==> src/pot_bus_pkg.sv <==
// -----------------------------------------------------------------------------
// Shared constants and types of the wiper command slave
// -----------------------------------------------------------------------------
package pot_bus_pkg;

    // -------------------------------------------------------------------------
    // Addresses on the serial bus
    // -------------------------------------------------------------------------
    localparam logic [6:0] GENERAL_CALL_ADDR = 7'h00;  // Shared by every device.
    localparam logic [3:0] WIPER0_LOC        = 4'h0;   // Volatile wiper 0.
    localparam logic [3:0] WIPER1_LOC        = 4'h1;   // Volatile wiper 1.

    // -------------------------------------------------------------------------
    // Command byte field positions
    // -------------------------------------------------------------------------
    localparam int CMD_LOC_MSB = 7;  // Memory location, upper nibble.
    localparam int CMD_LOC_LSB = 4;
    localparam int CMD_OP_MSB  = 3;  // Operation code.
    localparam int CMD_OP_LSB  = 2;
    localparam int CMD_DHI_MSB = 1;  // Data bits 9:8 of a write.
    localparam int CMD_DHI_LSB = 0;

    // -------------------------------------------------------------------------
    // Wiper scale points and reset values
    // -------------------------------------------------------------------------
    localparam logic [9:0] ZERO_SCALE      = 10'h000;
    localparam logic [9:0] FULL_SCALE_8BIT = 10'h100;
    localparam logic [9:0] FULL_SCALE_7BIT = 10'h080;
    localparam logic [9:0] MID_SCALE_8BIT  = 10'h080;  // Power-on value, 8-bit.
    localparam logic [9:0] MID_SCALE_7BIT  = 10'h040;  // Power-on value, 7-bit.

    // -------------------------------------------------------------------------
    // Bit counting and pin synchroniser
    // -------------------------------------------------------------------------
    localparam logic [3:0] BYTE_BITS   = 4'h8;  // Bits of a byte before its ack.
    localparam logic [3:0] LAST_TX_BIT = 4'h7;  // Index of the last bit driven.
    localparam int         PIN_COUNT   = 4;     // scl, sda, address bit, hv level.

    // Operation codes in command bits 3:2, in encoding order.
    typedef enum logic [1:0] {OP_WRITE, OP_INC, OP_DEC, OP_READ} op_t;

    // Interface state machine phases.
    typedef enum logic [2:0] {PH_IDLE, PH_RX, PH_ACK, PH_TX, PH_TXACK} phase_t;

    // What the byte being received means.
    typedef enum logic [1:0] {KIND_CTRL, KIND_CMD, KIND_DATA, KIND_TX} kind_t;

endpackage : pot_bus_pkg

==> src/bus_events_if.sv <==
`timescale 1ns/10ps
// -----------------------------------------------------------------------------
// Cleaned pin levels and bus events, from sampler to command logic
// -----------------------------------------------------------------------------
interface bus_events_if;
    logic scl_rise;  // One-cycle pulse, clean scl rose.
    logic scl_fall;  // One-cycle pulse, clean scl fell.
    logic start;     // One-cycle pulse, sda fell while scl high.
    logic stop;      // One-cycle pulse, sda rose while scl high.
    logic sda;       // Clean sda level.
    logic a0;        // Clean address select bit 0 level.
    logic hv;        // Clean high-voltage detect level.

    modport sampler (output scl_rise, scl_fall, start, stop, sda, a0, hv);
    modport user    (input  scl_rise, scl_fall, start, stop, sda, a0, hv);
endinterface : bus_events_if

==> src/bus_sampler.sv <==
`timescale 1ns/10ps
// -----------------------------------------------------------------------------
// Pin synchroniser and bus condition detector
// -----------------------------------------------------------------------------
module bus_sampler
    import pot_bus_pkg::*;
(
    // Clock and reset.
    input  wire logic                 mclk,
    input  wire logic                 rst,
    // Raw pins: {hv, a0, sda, scl}.
    input  wire logic [PIN_COUNT-1:0] pins,
    // Cleaned levels and events.
    bus_events_if.sampler             ev
);
    import pot_bus_pkg::*;

    // All state of the sampler.
    typedef struct packed {
        logic [PIN_COUNT-1:0] s1;     // First stage, read only by s2.
        logic [PIN_COUNT-1:0] s2;     // Second stage.
        logic [PIN_COUNT-1:0] s3;     // Third stage.
        logic [PIN_COUNT-1:0] clean;  // Accepted level.
        logic [3:0]           pulse;  // {stop, start, fall, rise}.
    } samp_t;

    samp_t st;       // Registered state.
    samp_t next_st;  // Next state.

    // -------------------------------------------------------------------------
    // Next state: a level is accepted once stages two and three agree
    // -------------------------------------------------------------------------
    always_comb begin
        next_st    = st;
        next_st.s1 = pins;
        next_st.s2 = st.s1;
        next_st.s3 = st.s2;
        // A change shorter than two clocks is filtered out as a glitch.
        for (int i = 0; i < PIN_COUNT; i++) begin
            if (st.s2[i] == st.s3[i]) begin
                next_st.clean[i] = st.s3[i];
            end
        end
        // Edges of clean scl, and sda moves while clean scl stays high.
        next_st.pulse[0] = !st.clean[0] && next_st.clean[0];
        next_st.pulse[1] = st.clean[0] && !next_st.clean[0];
        next_st.pulse[2] = st.clean[0] && next_st.clean[0] && st.clean[1] && !next_st.clean[1];
        next_st.pulse[3] = st.clean[0] && next_st.clean[0] && !st.clean[1] && next_st.clean[1];
    end

    // -------------------------------------------------------------------------
    // State register; an idle bus is high on both lines
    // -------------------------------------------------------------------------
    always_ff @(posedge mclk or posedge rst) begin
        if (rst) begin
            st <= '{s1: 4'h3, s2: 4'h3, s3: 4'h3, clean: 4'h3, pulse: 4'h0};
        end else begin
            st <= next_st;
        end
    end

    assign ev.scl_rise = st.pulse[0];
    assign ev.scl_fall = st.pulse[1];
    assign ev.start    = st.pulse[2];
    assign ev.stop     = st.pulse[3];
    assign ev.sda      = st.clean[1];
    assign ev.a0       = st.clean[2];
    assign ev.hv       = st.clean[3];

endmodule : bus_sampler

==> src/wiper_cmd_slave.sv <==
`timescale 1ns/10ps
// What this block does
// - Decrement valid only at locations 00h, 01h
// - Decrement by one, saturating at 000h
// - Device drives ack for every byte of an addressed, valid command
// - Command string ends at Stop; mixing allowed
// - Wiper updates right after each command ack
// - High-voltage qualifier read from shared pin
// - Software reset clears interface, keeps wipers
// - Any Start resets the interface machine
// - Master not-ack after sent byte resets
// - Stop after reset sequence never writes
// - After Stop stay idle until Start
// - Act on general call inc, dec, write
// - Invalid command: release, ignore until Start
// - Full scale 100h or 80h per variant
// - Master not-ack aborts and frees bus
module wiper_cmd_slave
    import pot_bus_pkg::*;
#(
    parameter int         WIPER_BITS = 8,      // Resolution variant, 7 or 8.
    parameter logic [5:0] ADDR_HI    = 6'h16   // Address bits 6:1, strap value.
) (
    // Clock and reset.
    input  wire logic       mclk,
    input  wire logic       rst,
    // Serial bus pins.
    input  wire logic       scl_in,
    input  wire logic       sda_in,
    output logic            sda_out,
    output logic            sda_oe_n,
    // Shared address and high-voltage pin, as logic level and detector output.
    input  wire logic       address_select_bit0,
    input  wire logic       high_voltage_qualifier_pin,
    // Wiper settings and mode.
    output logic [9:0]      wiper0,
    output logic [9:0]      wiper1,
    output logic            hv_command_mode
);
    import pot_bus_pkg::*;

    // -------------------------------------------------------------------------
    // Variant checks and scale points
    // -------------------------------------------------------------------------
    if (WIPER_BITS != 7 && WIPER_BITS != 8) begin : g_bad_bits
        $error("WIPER_BITS must be 7 or 8");
    end

    localparam logic [9:0] FULL_SCALE = (WIPER_BITS == 8) ? FULL_SCALE_8BIT
                                                          : FULL_SCALE_7BIT;
    localparam logic [9:0] MID_SCALE  = (WIPER_BITS == 8) ? MID_SCALE_8BIT
                                                          : MID_SCALE_7BIT;

    // -------------------------------------------------------------------------
    // Helpers
    // -------------------------------------------------------------------------
    // New wiper value for one operation; reads and unknown ops leave it alone.
    function automatic logic [9:0] apply_op(op_t op, logic [9:0] w, logic [9:0] data);
        logic [9:0] r;
        r = w;
        unique case (op)
            OP_WRITE: r = data;
            OP_INC:   r = (w < FULL_SCALE) ? w + 10'h001 : w;
            // Reserved values above full scale and zero stay put.
            OP_DEC:   r = (w != ZERO_SCALE && w <= FULL_SCALE) ? w - 10'h001 : w;
            OP_READ:  r = w;
        endcase
        return r;
    endfunction : apply_op

    // Only the two volatile wipers exist; a read makes no sense on general call.
    function automatic logic cmd_valid(logic [3:0] loc, op_t op, logic gc);
        return (loc == WIPER0_LOC || loc == WIPER1_LOC) && !(gc && op == OP_READ);
    endfunction : cmd_valid

    // Byte sent on a read: bits 9:8 first, then bits 7:0.
    function automatic logic [7:0] tx_byte(logic low, logic [9:0] w);
        return low ? w[7:0] : {6'h00, w[9:8]};
    endfunction : tx_byte

    // -------------------------------------------------------------------------
    // Pin sampling
    // -------------------------------------------------------------------------
    bus_events_if ev ();

    bus_sampler u_sampler (
        .mclk (mclk),
        .rst  (rst),
        .pins ({high_voltage_qualifier_pin, address_select_bit0, sda_in, scl_in}),
        .ev   (ev.sampler)
    );

    // -------------------------------------------------------------------------
    // State
    // -------------------------------------------------------------------------
    typedef struct packed {
        phase_t          phase;    // Interface machine phase.
        kind_t           kind;     // Meaning of the current byte.
        logic [3:0]      bitcnt;   // Bits handled in the current byte.
        logic [7:0]      shreg;    // Received or outgoing byte.
        logic            drv;      // Pull sda low.
        op_t             pend;     // Operation to apply at the end of ack.
        logic            pend_go;  // An operation waits for the ack to end.
        logic [3:0]      ptr;      // Last addressed location.
        logic [1:0]      dhi;      // Data bits 9:8 of a pending write.
        logic            gcall;    // Transfer uses the general call address.
        logic            hv_mode;  // Transfer runs in high-voltage mode.
        logic            txlow;    // Next byte sent is the low byte.
        logic [1:0][9:0] wiper;    // Volatile wiper settings.
    } slave_t;

    slave_t st;       // Registered state.
    slave_t next_st;  // Next state.

    // -------------------------------------------------------------------------
    // Interface state machine
    // -------------------------------------------------------------------------
    always_comb begin
        logic [3:0] loc;
        op_t        op;
        loc     = st.shreg[CMD_LOC_MSB:CMD_LOC_LSB];
        op      = op_t'(st.shreg[CMD_OP_MSB:CMD_OP_LSB]);
        next_st = st;
        if (ev.stop) begin
            // Stop ends everything; nothing pending survives, so a Stop that
            // lands in an ack of a broken transfer cannot write.
            next_st.phase   = PH_IDLE;
            next_st.drv     = 1'b0;
            next_st.pend_go = 1'b0;
        end else if (ev.start) begin
            // A Start restarts the machine from any phase; wipers are kept.
            next_st.phase   = PH_RX;
            next_st.kind    = KIND_CTRL;
            next_st.bitcnt  = 4'h0;
            next_st.drv     = 1'b0;
            next_st.pend_go = 1'b0;
        end else begin
            unique case (st.phase)
                // Idle and ignored transfers alike wait for the next Start.
                PH_IDLE: ;
                PH_RX: begin
                    if (ev.scl_rise) begin
                        next_st.shreg  = {st.shreg[6:0], ev.sda};
                        next_st.bitcnt = st.bitcnt + 4'h1;
                    end else if (ev.scl_fall && st.bitcnt == BYTE_BITS) begin
                        next_st.phase = PH_ACK;
                        next_st.drv   = 1'b1;
                        unique case (st.kind)
                            KIND_CTRL: begin
                                next_st.gcall   = st.shreg[7:1] == GENERAL_CALL_ADDR
                                                  && !st.shreg[0];
                                next_st.hv_mode = ev.hv;
                                next_st.txlow   = 1'b0;
                                next_st.kind    = st.shreg[0] ? KIND_TX : KIND_CMD;
                                if (st.shreg[7:1] != {ADDR_HI, ev.a0} && !next_st.gcall) begin
                                    next_st.phase = PH_IDLE;  // Not for us.
                                    next_st.drv   = 1'b0;
                                end
                            end
                            KIND_CMD: begin
                                if (!cmd_valid(loc, op, st.gcall)) begin
                                    next_st.phase = PH_IDLE;
                                    next_st.drv   = 1'b0;
                                end else begin
                                    next_st.ptr = loc;
                                    if (op == OP_WRITE) begin
                                        next_st.kind = KIND_DATA;
                                        next_st.dhi  = st.shreg[CMD_DHI_MSB:CMD_DHI_LSB];
                                    end else if (op != OP_READ) begin
                                        next_st.pend    = op;
                                        next_st.pend_go = 1'b1;
                                    end
                                end
                            end
                            KIND_DATA: begin
                                next_st.pend    = OP_WRITE;
                                next_st.pend_go = 1'b1;
                                next_st.kind    = KIND_CMD;
                            end
                            default: begin
                                next_st.phase = PH_IDLE;
                                next_st.drv   = 1'b0;
                            end
                        endcase
                    end
                end
                PH_ACK: begin
                    // The wiper moves as the ack clock ends, byte by byte.
                    if (ev.scl_fall) begin
                        next_st.drv     = 1'b0;
                        next_st.bitcnt  = 4'h0;
                        next_st.pend_go = 1'b0;
                        next_st.phase   = PH_RX;
                        if (st.pend_go) begin
                            next_st.wiper[st.ptr[0]] = apply_op(st.pend, st.wiper[st.ptr[0]],
                                                                {st.dhi, st.shreg});
                        end
                        if (st.kind == KIND_TX) begin
                            next_st.phase = PH_TX;
                            next_st.shreg = tx_byte(st.txlow, st.wiper[st.ptr[0]]);
                            next_st.drv   = !next_st.shreg[7];
                            next_st.txlow = !st.txlow;
                        end
                    end
                end
                PH_TX: begin
                    if (ev.scl_fall) begin
                        if (st.bitcnt == LAST_TX_BIT) begin
                            next_st.drv   = 1'b0;
                            next_st.phase = PH_TXACK;
                        end else begin
                            next_st.bitcnt = st.bitcnt + 4'h1;
                            next_st.shreg  = {st.shreg[6:0], 1'b0};
                            next_st.drv    = !st.shreg[6];
                        end
                    end
                end
                PH_TXACK: begin
                    if (ev.scl_rise && ev.sda) begin
                        next_st.phase = PH_IDLE;
                    end else if (ev.scl_fall) begin
                        next_st.phase  = PH_TX;
                        next_st.bitcnt = 4'h0;
                        next_st.shreg  = tx_byte(st.txlow, st.wiper[st.ptr[0]]);
                        next_st.drv    = !next_st.shreg[7];
                        next_st.txlow  = !st.txlow;
                    end
                end
            endcase
        end
    end

    // -------------------------------------------------------------------------
    // State register; only power-on reset touches the wipers
    // -------------------------------------------------------------------------
    always_ff @(posedge mclk or posedge rst) begin
        if (rst) begin
            st       <= '0;
            st.wiper <= {MID_SCALE, MID_SCALE};
        end else begin
            st <= next_st;
        end
    end

    assign sda_out         = 1'b0;  // Open drain: the pin is only ever pulled low.
    assign sda_oe_n        = !st.drv;
    assign wiper0          = st.wiper[0];
    assign wiper1          = st.wiper[1];
    assign hv_command_mode = st.hv_mode;

    logic ack_end;  // Last cycle of an ack slot.
    assign ack_end = st.phase == PH_ACK && ev.scl_fall && !ev.stop && !ev.start;
endmodule : wiper_cmd_slave

==> config.mk <==
export PLATFORM = sky130hd
export DESIGN_NAME = wiper_cmd_slave
export DESIGN_NICKNAME = d
export VERILOG_FILES = /design/src/pot_bus_pkg.sv /design/src/bus_events_if.sv /design/src/bus_sampler.sv /design/src/wiper_cmd_slave.sv
export SDC_FILE = /design/constraint.sdc
export NUM_CORES = 1
export LEC_CHECK = 0
export ABC_AREA = 1
export ABC_CLOCK_PERIOD_IN_PS = 6100
export BUFFER_PORTS_ARGS = -buffer_cell sky130_fd_sc_hd__clkbuf_2
export CORE_MARGIN = 2
export CORE_UTILIZATION = 40
export CTS_CLUSTER_SIZE = 25
export DETAILED_ROUTE_END_ITERATION = 7
export GPL_ROUTABILITY_DRIVEN = 1
export PLACE_DENSITY = 0.54
export SLEW_MARGIN = 20
export SYNTH_ARGS = -nofsm -noshare
export SYNTH_HDL_FRONTEND = slang
export SYNTH_SLANG_ARGS = --single-unit
export TNS_END_PERCENT = 20
==> constraint.sdc <==
create_clock -name mclk -period 6.1 [get_ports mclk]
set_input_delay 0.305 -clock mclk [delete_from_list [all_inputs] [get_ports mclk]]
set_output_delay 0.305 -clock mclk [all_outputs]
set_load 0.01 [all_outputs]
==> impl_metrics.env, run 1 <==
export IMPL_ys_warn_count=0
export IMPL_cp_arrival_ps=3350
export IMPL_cts_setup_buffers=0
export IMPL_detail_route_first_pass_iterations=4
export IMPL_place_gp_congestion=0.910
export IMPL_dieArea_um2=11600
export IMPL_start_util_pct=41.4
export IMPL_crit_required_ps=6420
export IMPL_drcViolationCount=0
export IMPL_final_max_slew_viol_count=0
export IMPL_setup_worst_path_end_class="register"
export IMPL_vdd_ir_drop_max_uv=206
export IMPL_setup_tns_ps=0
export IMPL_tritoncts="built"
export IMPL_ant_nets=0
export IMPL_antenna_found_initial=0
export IMPL_grt_pass1_wl_um=18400
export IMPL_clk_latency_ps=380
export IMPL_hold_class="in2reg"
export IMPL_synthesis_nets=613
export IMPL_total_leakage_power_uw=0.00236
export IMPL_cts_inserted_buffers=9
export IMPL_fmax_ghz=0.330
export IMPL_synth_cell_types=42
export IMPL_fin_crit_sh_pct=49.7
export IMPL_die_w_um=108
export IMPL_syn2layout_area_growth_pct=7.22
export IMPL_finalClockSkew_ps=18.0
export IMPL_path_max_fanout=21
export IMPL_die_h_um=108
export IMPL_clock_tree_htree_level_count=3
export IMPL_syn_inst=598
export IMPL_slew_headroom_pct=42.6
export IMPL_max_slew_worst_pin_slew_ps=861
export IMPL_design_area_um2=4630
export IMPL_rsz0062_at_grt="no"
export IMPL_criticalPathCategory="reg2reg"
export IMPL_ys_ff_latch=67
export IMPL_core_area_um2=10400
export IMPL_status="finished clean"
export IMPL_nNetsFinal=626
export IMPL_cts_sinks=67
export IMPL_initialDrtViolationCount=273
export IMPL_antenna_cells=0
export IMPL_period_needed_ps=3030
export IMPL_place_area_um2=4410
export IMPL_powerDensity_nw_per_um2=341
export IMPL_cts_root_buffer="clkbuf_8"
export IMPL_grt_ovfl_total=0
export IMPL_grtUsageTotal_pct=20.5
export IMPL_drv_cap=0
export IMPL_ios=29
export IMPL_hold_viol=0
export IMPL_fp_row_count=37
export IMPL_place_hpwl_um=8020
export IMPL_clk_pin_slew_worst_paths_ps=90
export IMPL_yosysSeqAreaShare_pct=39.1
export IMPL_layout_drive_gt1_share_pct=14.9
export IMPL_grt_pass1_vias=3609
export IMPL_avgSynthCellArea_um2=7.22
export IMPL_routed_wl_um=11000
export IMPL_avgViaCountPerCell=5.07
export IMPL_routedWlPerCell_um=14.7
export IMPL_grt_max_degree=68
export IMPL_start_kind="register"
export IMPL_vias=3811
export IMPL_clock_path_buffers=2
export IMPL_syn_area_um2=4320
export IMPL_finalSetupViolations=0
export IMPL_port_buffers=27
[layer usage]
metal / track usage [%] / vias to the layer above / wire length (um)
li1: - / 1921 / -
met1: 26.2 / 1792 / 5040
met2: 34.3 / 89 / 5480
met3: 4.18 / 9 / 371
met4: 7.14 / 0 / 129
met5: 0 / - / 0
[repair_timing]
action | CTS | global route
gates resized for setup | 0 | 0
hold buffers | 2 | 0
endpoints found under the hold margin | 2 | 0
[cell type report]
cell class	instances	area [um^2]
clock buffer	9	124
clock inverter	7	76.3
fill	1080	5790
inverter	81	305
multi-input combinational	422	2100
sequential	67	1690
tap	136	170
timing repair buffer	30	163
[cell usage after synthesis (all sizes together)]
library cell / n / share of area [%]
a211oi: 1 / 0.17
a21boi: 2 / 0.35
a21oi: 21 / 2.8
a22oi: 1 / 0.17
a31oi: 1 / 0.15
buf: 27 / 5.0
clkbuf: 1 / 0.087
clkinv: 1 / 0.12
conb: 1 / 0.087
dfrtp: 57 / 33
dfstp: 10 / 6.1
ha: 9 / 2.6
inv: 80 / 7.0
maj3: 2 / 0.46
mux2: 1 / 0.26
nand2: 207 / 18
nand3: 52 / 6.7
nand3b: 3 / 0.52
nand4: 5 / 0.72
nor2: 44 / 4.7
nor3: 12 / 1.9
nor4: 3 / 0.43
o2111ai: 1 / 0.20
o211ai: 4 / 0.70
o21ai: 34 / 4.6
o22ai: 9 / 1.3
o31ai: 5 / 0.87
xnor2: 1 / 0.20
xor2: 3 / 0.61
[layout by cell type, fill, tap and decap left out, types with 6 or more instances in the layout]
cell type,netlist,routed
inv_1,74,73
o22ai_1,9,9
nand2_1,203,203
nor2_1,35,35
clkbuf_8,0,9
nand3_1,48,48
dfstp_2,10,10
nor2_2,6,6
o21ai_2,7,7
ha_1,9,9
dfrtp_1,57,57
inv_2,6,7
a21oi_1,19,19
nor3_1,9,9
clkbuf_2,0,27
o21ai_0,25,25
[report_power, final]
| group | leakage, uW | switching, uW | internal, uW |
|---|---|---|---|
| combinational | 0.00138 | 434 | 197 |
| clock | 0.000103 | 222 | 164 |
| sequential | 0.000869 | 56.6 | 507 |
[through the flow]
stage               hold WS (ps)  util (%)  setup WS, ps  power [uW]  std cells
finish                      31.9      44.4          3070        1580        752
detailed placement           336      42.3          3150        1200        734
global placement             333      42.3          3250        1190        734
CTS                         12.6      44.4          3130        1590        752
global route                3.72      44.4          2750        1710        752
floorplan                    309         -          4100        1050        598
[logic make-up (layout without fill, tap and decap cells)]
family / count (synthesis) / count (layout) / share of synthesized area (%)
AO/OA/AOI/OAI: 79 / 79 / 11.2
adder cells (fa/ha/maj): 11 / 11 / 3.07
other: 1 / 1 / 0.0869
AND/OR/NAND/NOR: 326 / 326 / 33.2
buffers and inverters: 109 / 127 / 12.2
multiplexers: 1 / 1 / 0.261
XOR/XNOR: 4 / 4 / 0.812
flip-flops: 67 / 67 / 39.1
[critical path: stages, from the launching register on]
cell and delay [ps]:
dfrtp_1 840, inv_2 300, nand2_1 150, nand2_2 120, inv_1 120, ha_1 240, nand3_1 150, nor2_4 140
nand3_1 150, nand2_1 110, nand3_2 180, nand2_1 120, nand3_1 90, nand2_1 130, nand3_1 70, nand2_1 60
[worst paths after layout]
path | startpoint | to | slack, ps | depth (start not counted)
min | address_select_bit0 | u_sampler.next_st[14] | 30 | 1
min in group asynchronous | rst | async pin | 160 | 3
max reg2reg | st[25] | register | 3070 | 15
max in group asynchronous | rst | st[32] | 5380 | 3
max | st[25] | register | 3070 | 15
min reg2reg | u_sampler.next_st[14] | u_sampler.next_st[10] | 350 | 0
Note: power is estimated with default switching activity, not from simulation.
==> run 2: changes to the inputs <==
--- a/config.mk
+++ b/config.mk
@@ -5,15 +5,15 @@
 export SDC_FILE = /design/constraint.sdc
 export NUM_CORES = 1
 export LEC_CHECK = 0
-export ABC_AREA = 1
-export ABC_CLOCK_PERIOD_IN_PS = 6100
+export ABC_AREA = 0
+export ABC_CLOCK_PERIOD_IN_PS = 2700
 export BUFFER_PORTS_ARGS = -buffer_cell sky130_fd_sc_hd__clkbuf_2
 export CORE_MARGIN = 2
 export CORE_UTILIZATION = 40
 export CTS_CLUSTER_SIZE = 25
 export DETAILED_ROUTE_END_ITERATION = 7
 export GPL_ROUTABILITY_DRIVEN = 1
-export PLACE_DENSITY = 0.54
+export PLACE_DENSITY = 0.56
 export SLEW_MARGIN = 20
 export SYNTH_ARGS = -nofsm -noshare
 export SYNTH_HDL_FRONTEND = slang
==> constraint.sdc (replaced) <==
create_clock -name mclk -period 2.7 [get_ports mclk]
set_input_delay 0.135 -clock mclk [delete_from_list [all_inputs] [get_ports mclk]]
set_output_delay 0.135 -clock mclk [all_outputs]
set_load 0.01 [all_outputs]
==> impl_metrics.env, run 2 <==
export IMPL_status="finished clean"
export IMPL_die_h_um=107
export IMPL_path_cells="buf_4 > or3b_2 > a222oi_1 > nand2_1 > o31a_1 > nor3_1 > mux2_2"
export IMPL_yosysSeqAreaShare_pct=40.2
export IMPL_ios=29
export IMPL_grt_pass1_wl_um=17300
export IMPL_grt_pass1_vias=3359
export IMPL_vdd_ir_drop_max_uv=358
export IMPL_synthesis_nets=466
export IMPL_power_sequential_fraction_pct=46.3
export IMPL_finalClockSkew_ps=9.82
export IMPL_cp_slowest_stage_delay_ps=510
export IMPL_synth_largest_area_cell="dfrtp_1"
export IMPL_syn2layout_area_growth_pct=12.0
export IMPL_synth_cell_types=72
export IMPL_drv_cap=0
export IMPL_drcViolationCount=0
export IMPL_r2r_start="st[25]"
export IMPL_avgSynthCellArea_um2=9.33
export IMPL_dieArea_um2=11400
export IMPL_path_max_fanout=12
export IMPL_synth_area_leaders="dfrtp_1 34%, mux2_2 7.0%, dfstp_2 6.2%"
export IMPL_synth_flop_cell="dfrtp_1"
export IMPL_clock_tree_htree_level_count=3
export IMPL_slowest_stage="dfrtp_2"
export IMPL_tritoncts="built"
export IMPL_clk_latency_ps=350
export IMPL_clock_path_buffers=2
export IMPL_layout_drive_gt1_share_pct=24.6
export IMPL_ant_nets=0
export IMPL_syn_inst=451
export IMPL_syn_area_um2=4210
export IMPL_die_w_um=107
export IMPL_fp_row_count=37
export IMPL_holdWs_ps=354
export IMPL_initialDrtViolationCount=226
export IMPL_routed_wl_um=10400
export IMPL_start_kind="register"
export IMPL_finalSetupViolations=0
export IMPL_place_gp_congestion=0.903
export IMPL_fmax_ghz=0.392
export IMPL_layout_commonest_cell="dfrtp_1"
export IMPL_powerDensity_nw_per_um2=576
export IMPL_synthArstFlopShare_pct=100
export IMPL_period_needed_ps=2550
export IMPL_synth_commonest_cells="57 x dfrtp_1, 46 x nand2_1, 31 x nor2_1"
export IMPL_detail_route_first_pass_iterations=5
export IMPL_crit_required_ps=3000
export IMPL_synth_most_common_cell="dfrtp_1"
export IMPL_cts_inserted_buffers=9
export IMPL_slew_headroom_pct=59.2
export IMPL_grtUsageTotal_pct=19.4
export IMPL_routedWlPerCell_um=16.8
export IMPL_total_leakage_power_uw=0.00210
export IMPL_nNetsFinal=493
export IMPL_fillCellCount=1030
export IMPL_avgViaCountPerCell=5.68
export IMPL_comb_power_share_pct=21.1
export IMPL_grt_ovfl_total=0
export IMPL_r2r_slack_ps=150
export IMPL_cts_sinks=67
export IMPL_crit_path_start="st[25]"
export IMPL_clk_pin_slew_worst_paths_ps=80
export IMPL_p_int_uw=1820
export IMPL_cp_arrival_ps=2850
export IMPL_antenna_found_initial=0
export IMPL_synth_top_area_share_pct=33.9
export IMPL_ys_warn_count=0
export IMPL_final_cell_mix="56 x dfrtp_1, 46 x nand2_1, 31 x nor2_1"
export IMPL_core_area_um2=10300
export IMPL_netSwitchingPower_uw=894
export IMPL_power_total_uw=2710
export IMPL_criticalPathCategory="reg2reg"
export IMPL_final_max_slew_viol_count=0
export IMPL_grt_max_degree=43
export IMPL_hold_viol=0
export IMPL_clockPowerShare_pct=32.6
export IMPL_max_slew_worst_pin_slew_ps=608
export IMPL_port_buffers=27
export IMPL_ys_ff_latch=67
export IMPL_p_sw_share_pct=32.9
export IMPL_vias=3516
export IMPL_cts_root_buffer="clkbuf_8"
export IMPL_place_hpwl_um=7670
export IMPL_synth_edff_count=0
export IMPL_antenna_cells=0
export IMPL_fin_crit_sh_pct=94.5
export IMPL_hold_class="reg2reg"
export IMPL_setup_worst_path_end_class="register"
export IMPL_reg2regPathDepth=7
export IMPL_start_util_pct=40.9
## run 2: power by group through the flow
stage | registers, uW | logic [uW] | clock network (uW)
6_report | 1260 | 572 | 885
5_1_grt | 1280 | 652 | 958
4_1_cts | 1260 | 573 | 919
3_5_place_dp | 1280 | 565 | 0
3_3_place_gp | 1270 | 557 | 0
2_1_floorplan | 1200 | 487 | 0
## run 2: worst min-delay path by stage
stage | startpoint | to | slack [ps] | cells past startpoint
floorplan | scl_in | u_sampler.next_st[12] | 140 | 0
global route | u_sampler.next_st[15] | u_sampler.next_st[11] | 360 | 0
global placement | rst | u_sampler.next_st[10] | 190 | 3
finish | u_sampler.next_st[14] | u_sampler.next_st[10] | 350 | 0
CTS | u_sampler.next_st[15] | u_sampler.next_st[11] | 350 | 0
detailed placement | rst | st[32] | 200 | 3
## run 2: final cells by class
class / count / area, um^2 / share of cell area (%)
Inverter: 15 / 56.3 / 1.20
Timing Repair Buffer: 56 / 365 / 7.76
Clock inverter: 7 / 83.8 / 1.78
Clock buffer: 9 / 124 / 2.63
Sequential cell: 67 / 1690 / 35.9
Multi-Input combinational cell: 329 / 2220 / 47.1
Tap cell: 136 / 170 / 3.61
## run 2: logic make-up (layout without fill, tap and decap cells)
group	Yosys count	count (layout)	share of synthesized area (%)
multiplexers	39	39	10.1
other	1	1	0.0891
XOR/XNOR	3	3	0.625
buffers and inverters	55	87	7.44
AO/OA/AOI/OAI	109	109	17.9
AND/OR/NAND/NOR	165	165	20.3
flip-flops	67	67	40.2
adder cells (fa/ha/maj)	12	12	3.39
## run 2: metal layers
layer / vias up / routed length, um / share of wire [%] / track usage (%)
li1: 1682 / - / - / -
met1: 1717 / 4510 / 43 / 24.6
met2: 101 / 5200 / 50 / 33.0
met3: 16 / 467 / 4.5 / 3.56
met4: 0 / 225 / 2.2 / 6.96
met5: - / 0 / 0 / 0
## run 2: through the flow
stage                     instances  setup TNS (ps)  area, um^2  setup WS, ps  util, %
after floorplan                 451               0        4230          56.1        -
after global placement          596           -18.4        4440         -18.4     43.2
after detailed placement        596           -26.2        4440         -24.5     43.2
after CTS                       617               0        4700           111     45.7
after global routing            619           -7.51        4710         -7.51     45.8
final                           619               0        4710           149     45.8
## run 2: critical path: cells and delay by family, from the launching register on
family,cells,cell delay (ps)
compound gates,2,630
buf+inv,1,210
flops,1,510
mux,1,220
simple gates,3,940
## run 2: repair_timing
action                     4_1_cts  5_1_grt
setup endpoints to repair        2        2
hold buffers                     5        0
buffers inserted                 0        2
pin swaps                        0        1
hold endpoints to repair        61        0
gates resized for setup          1        0
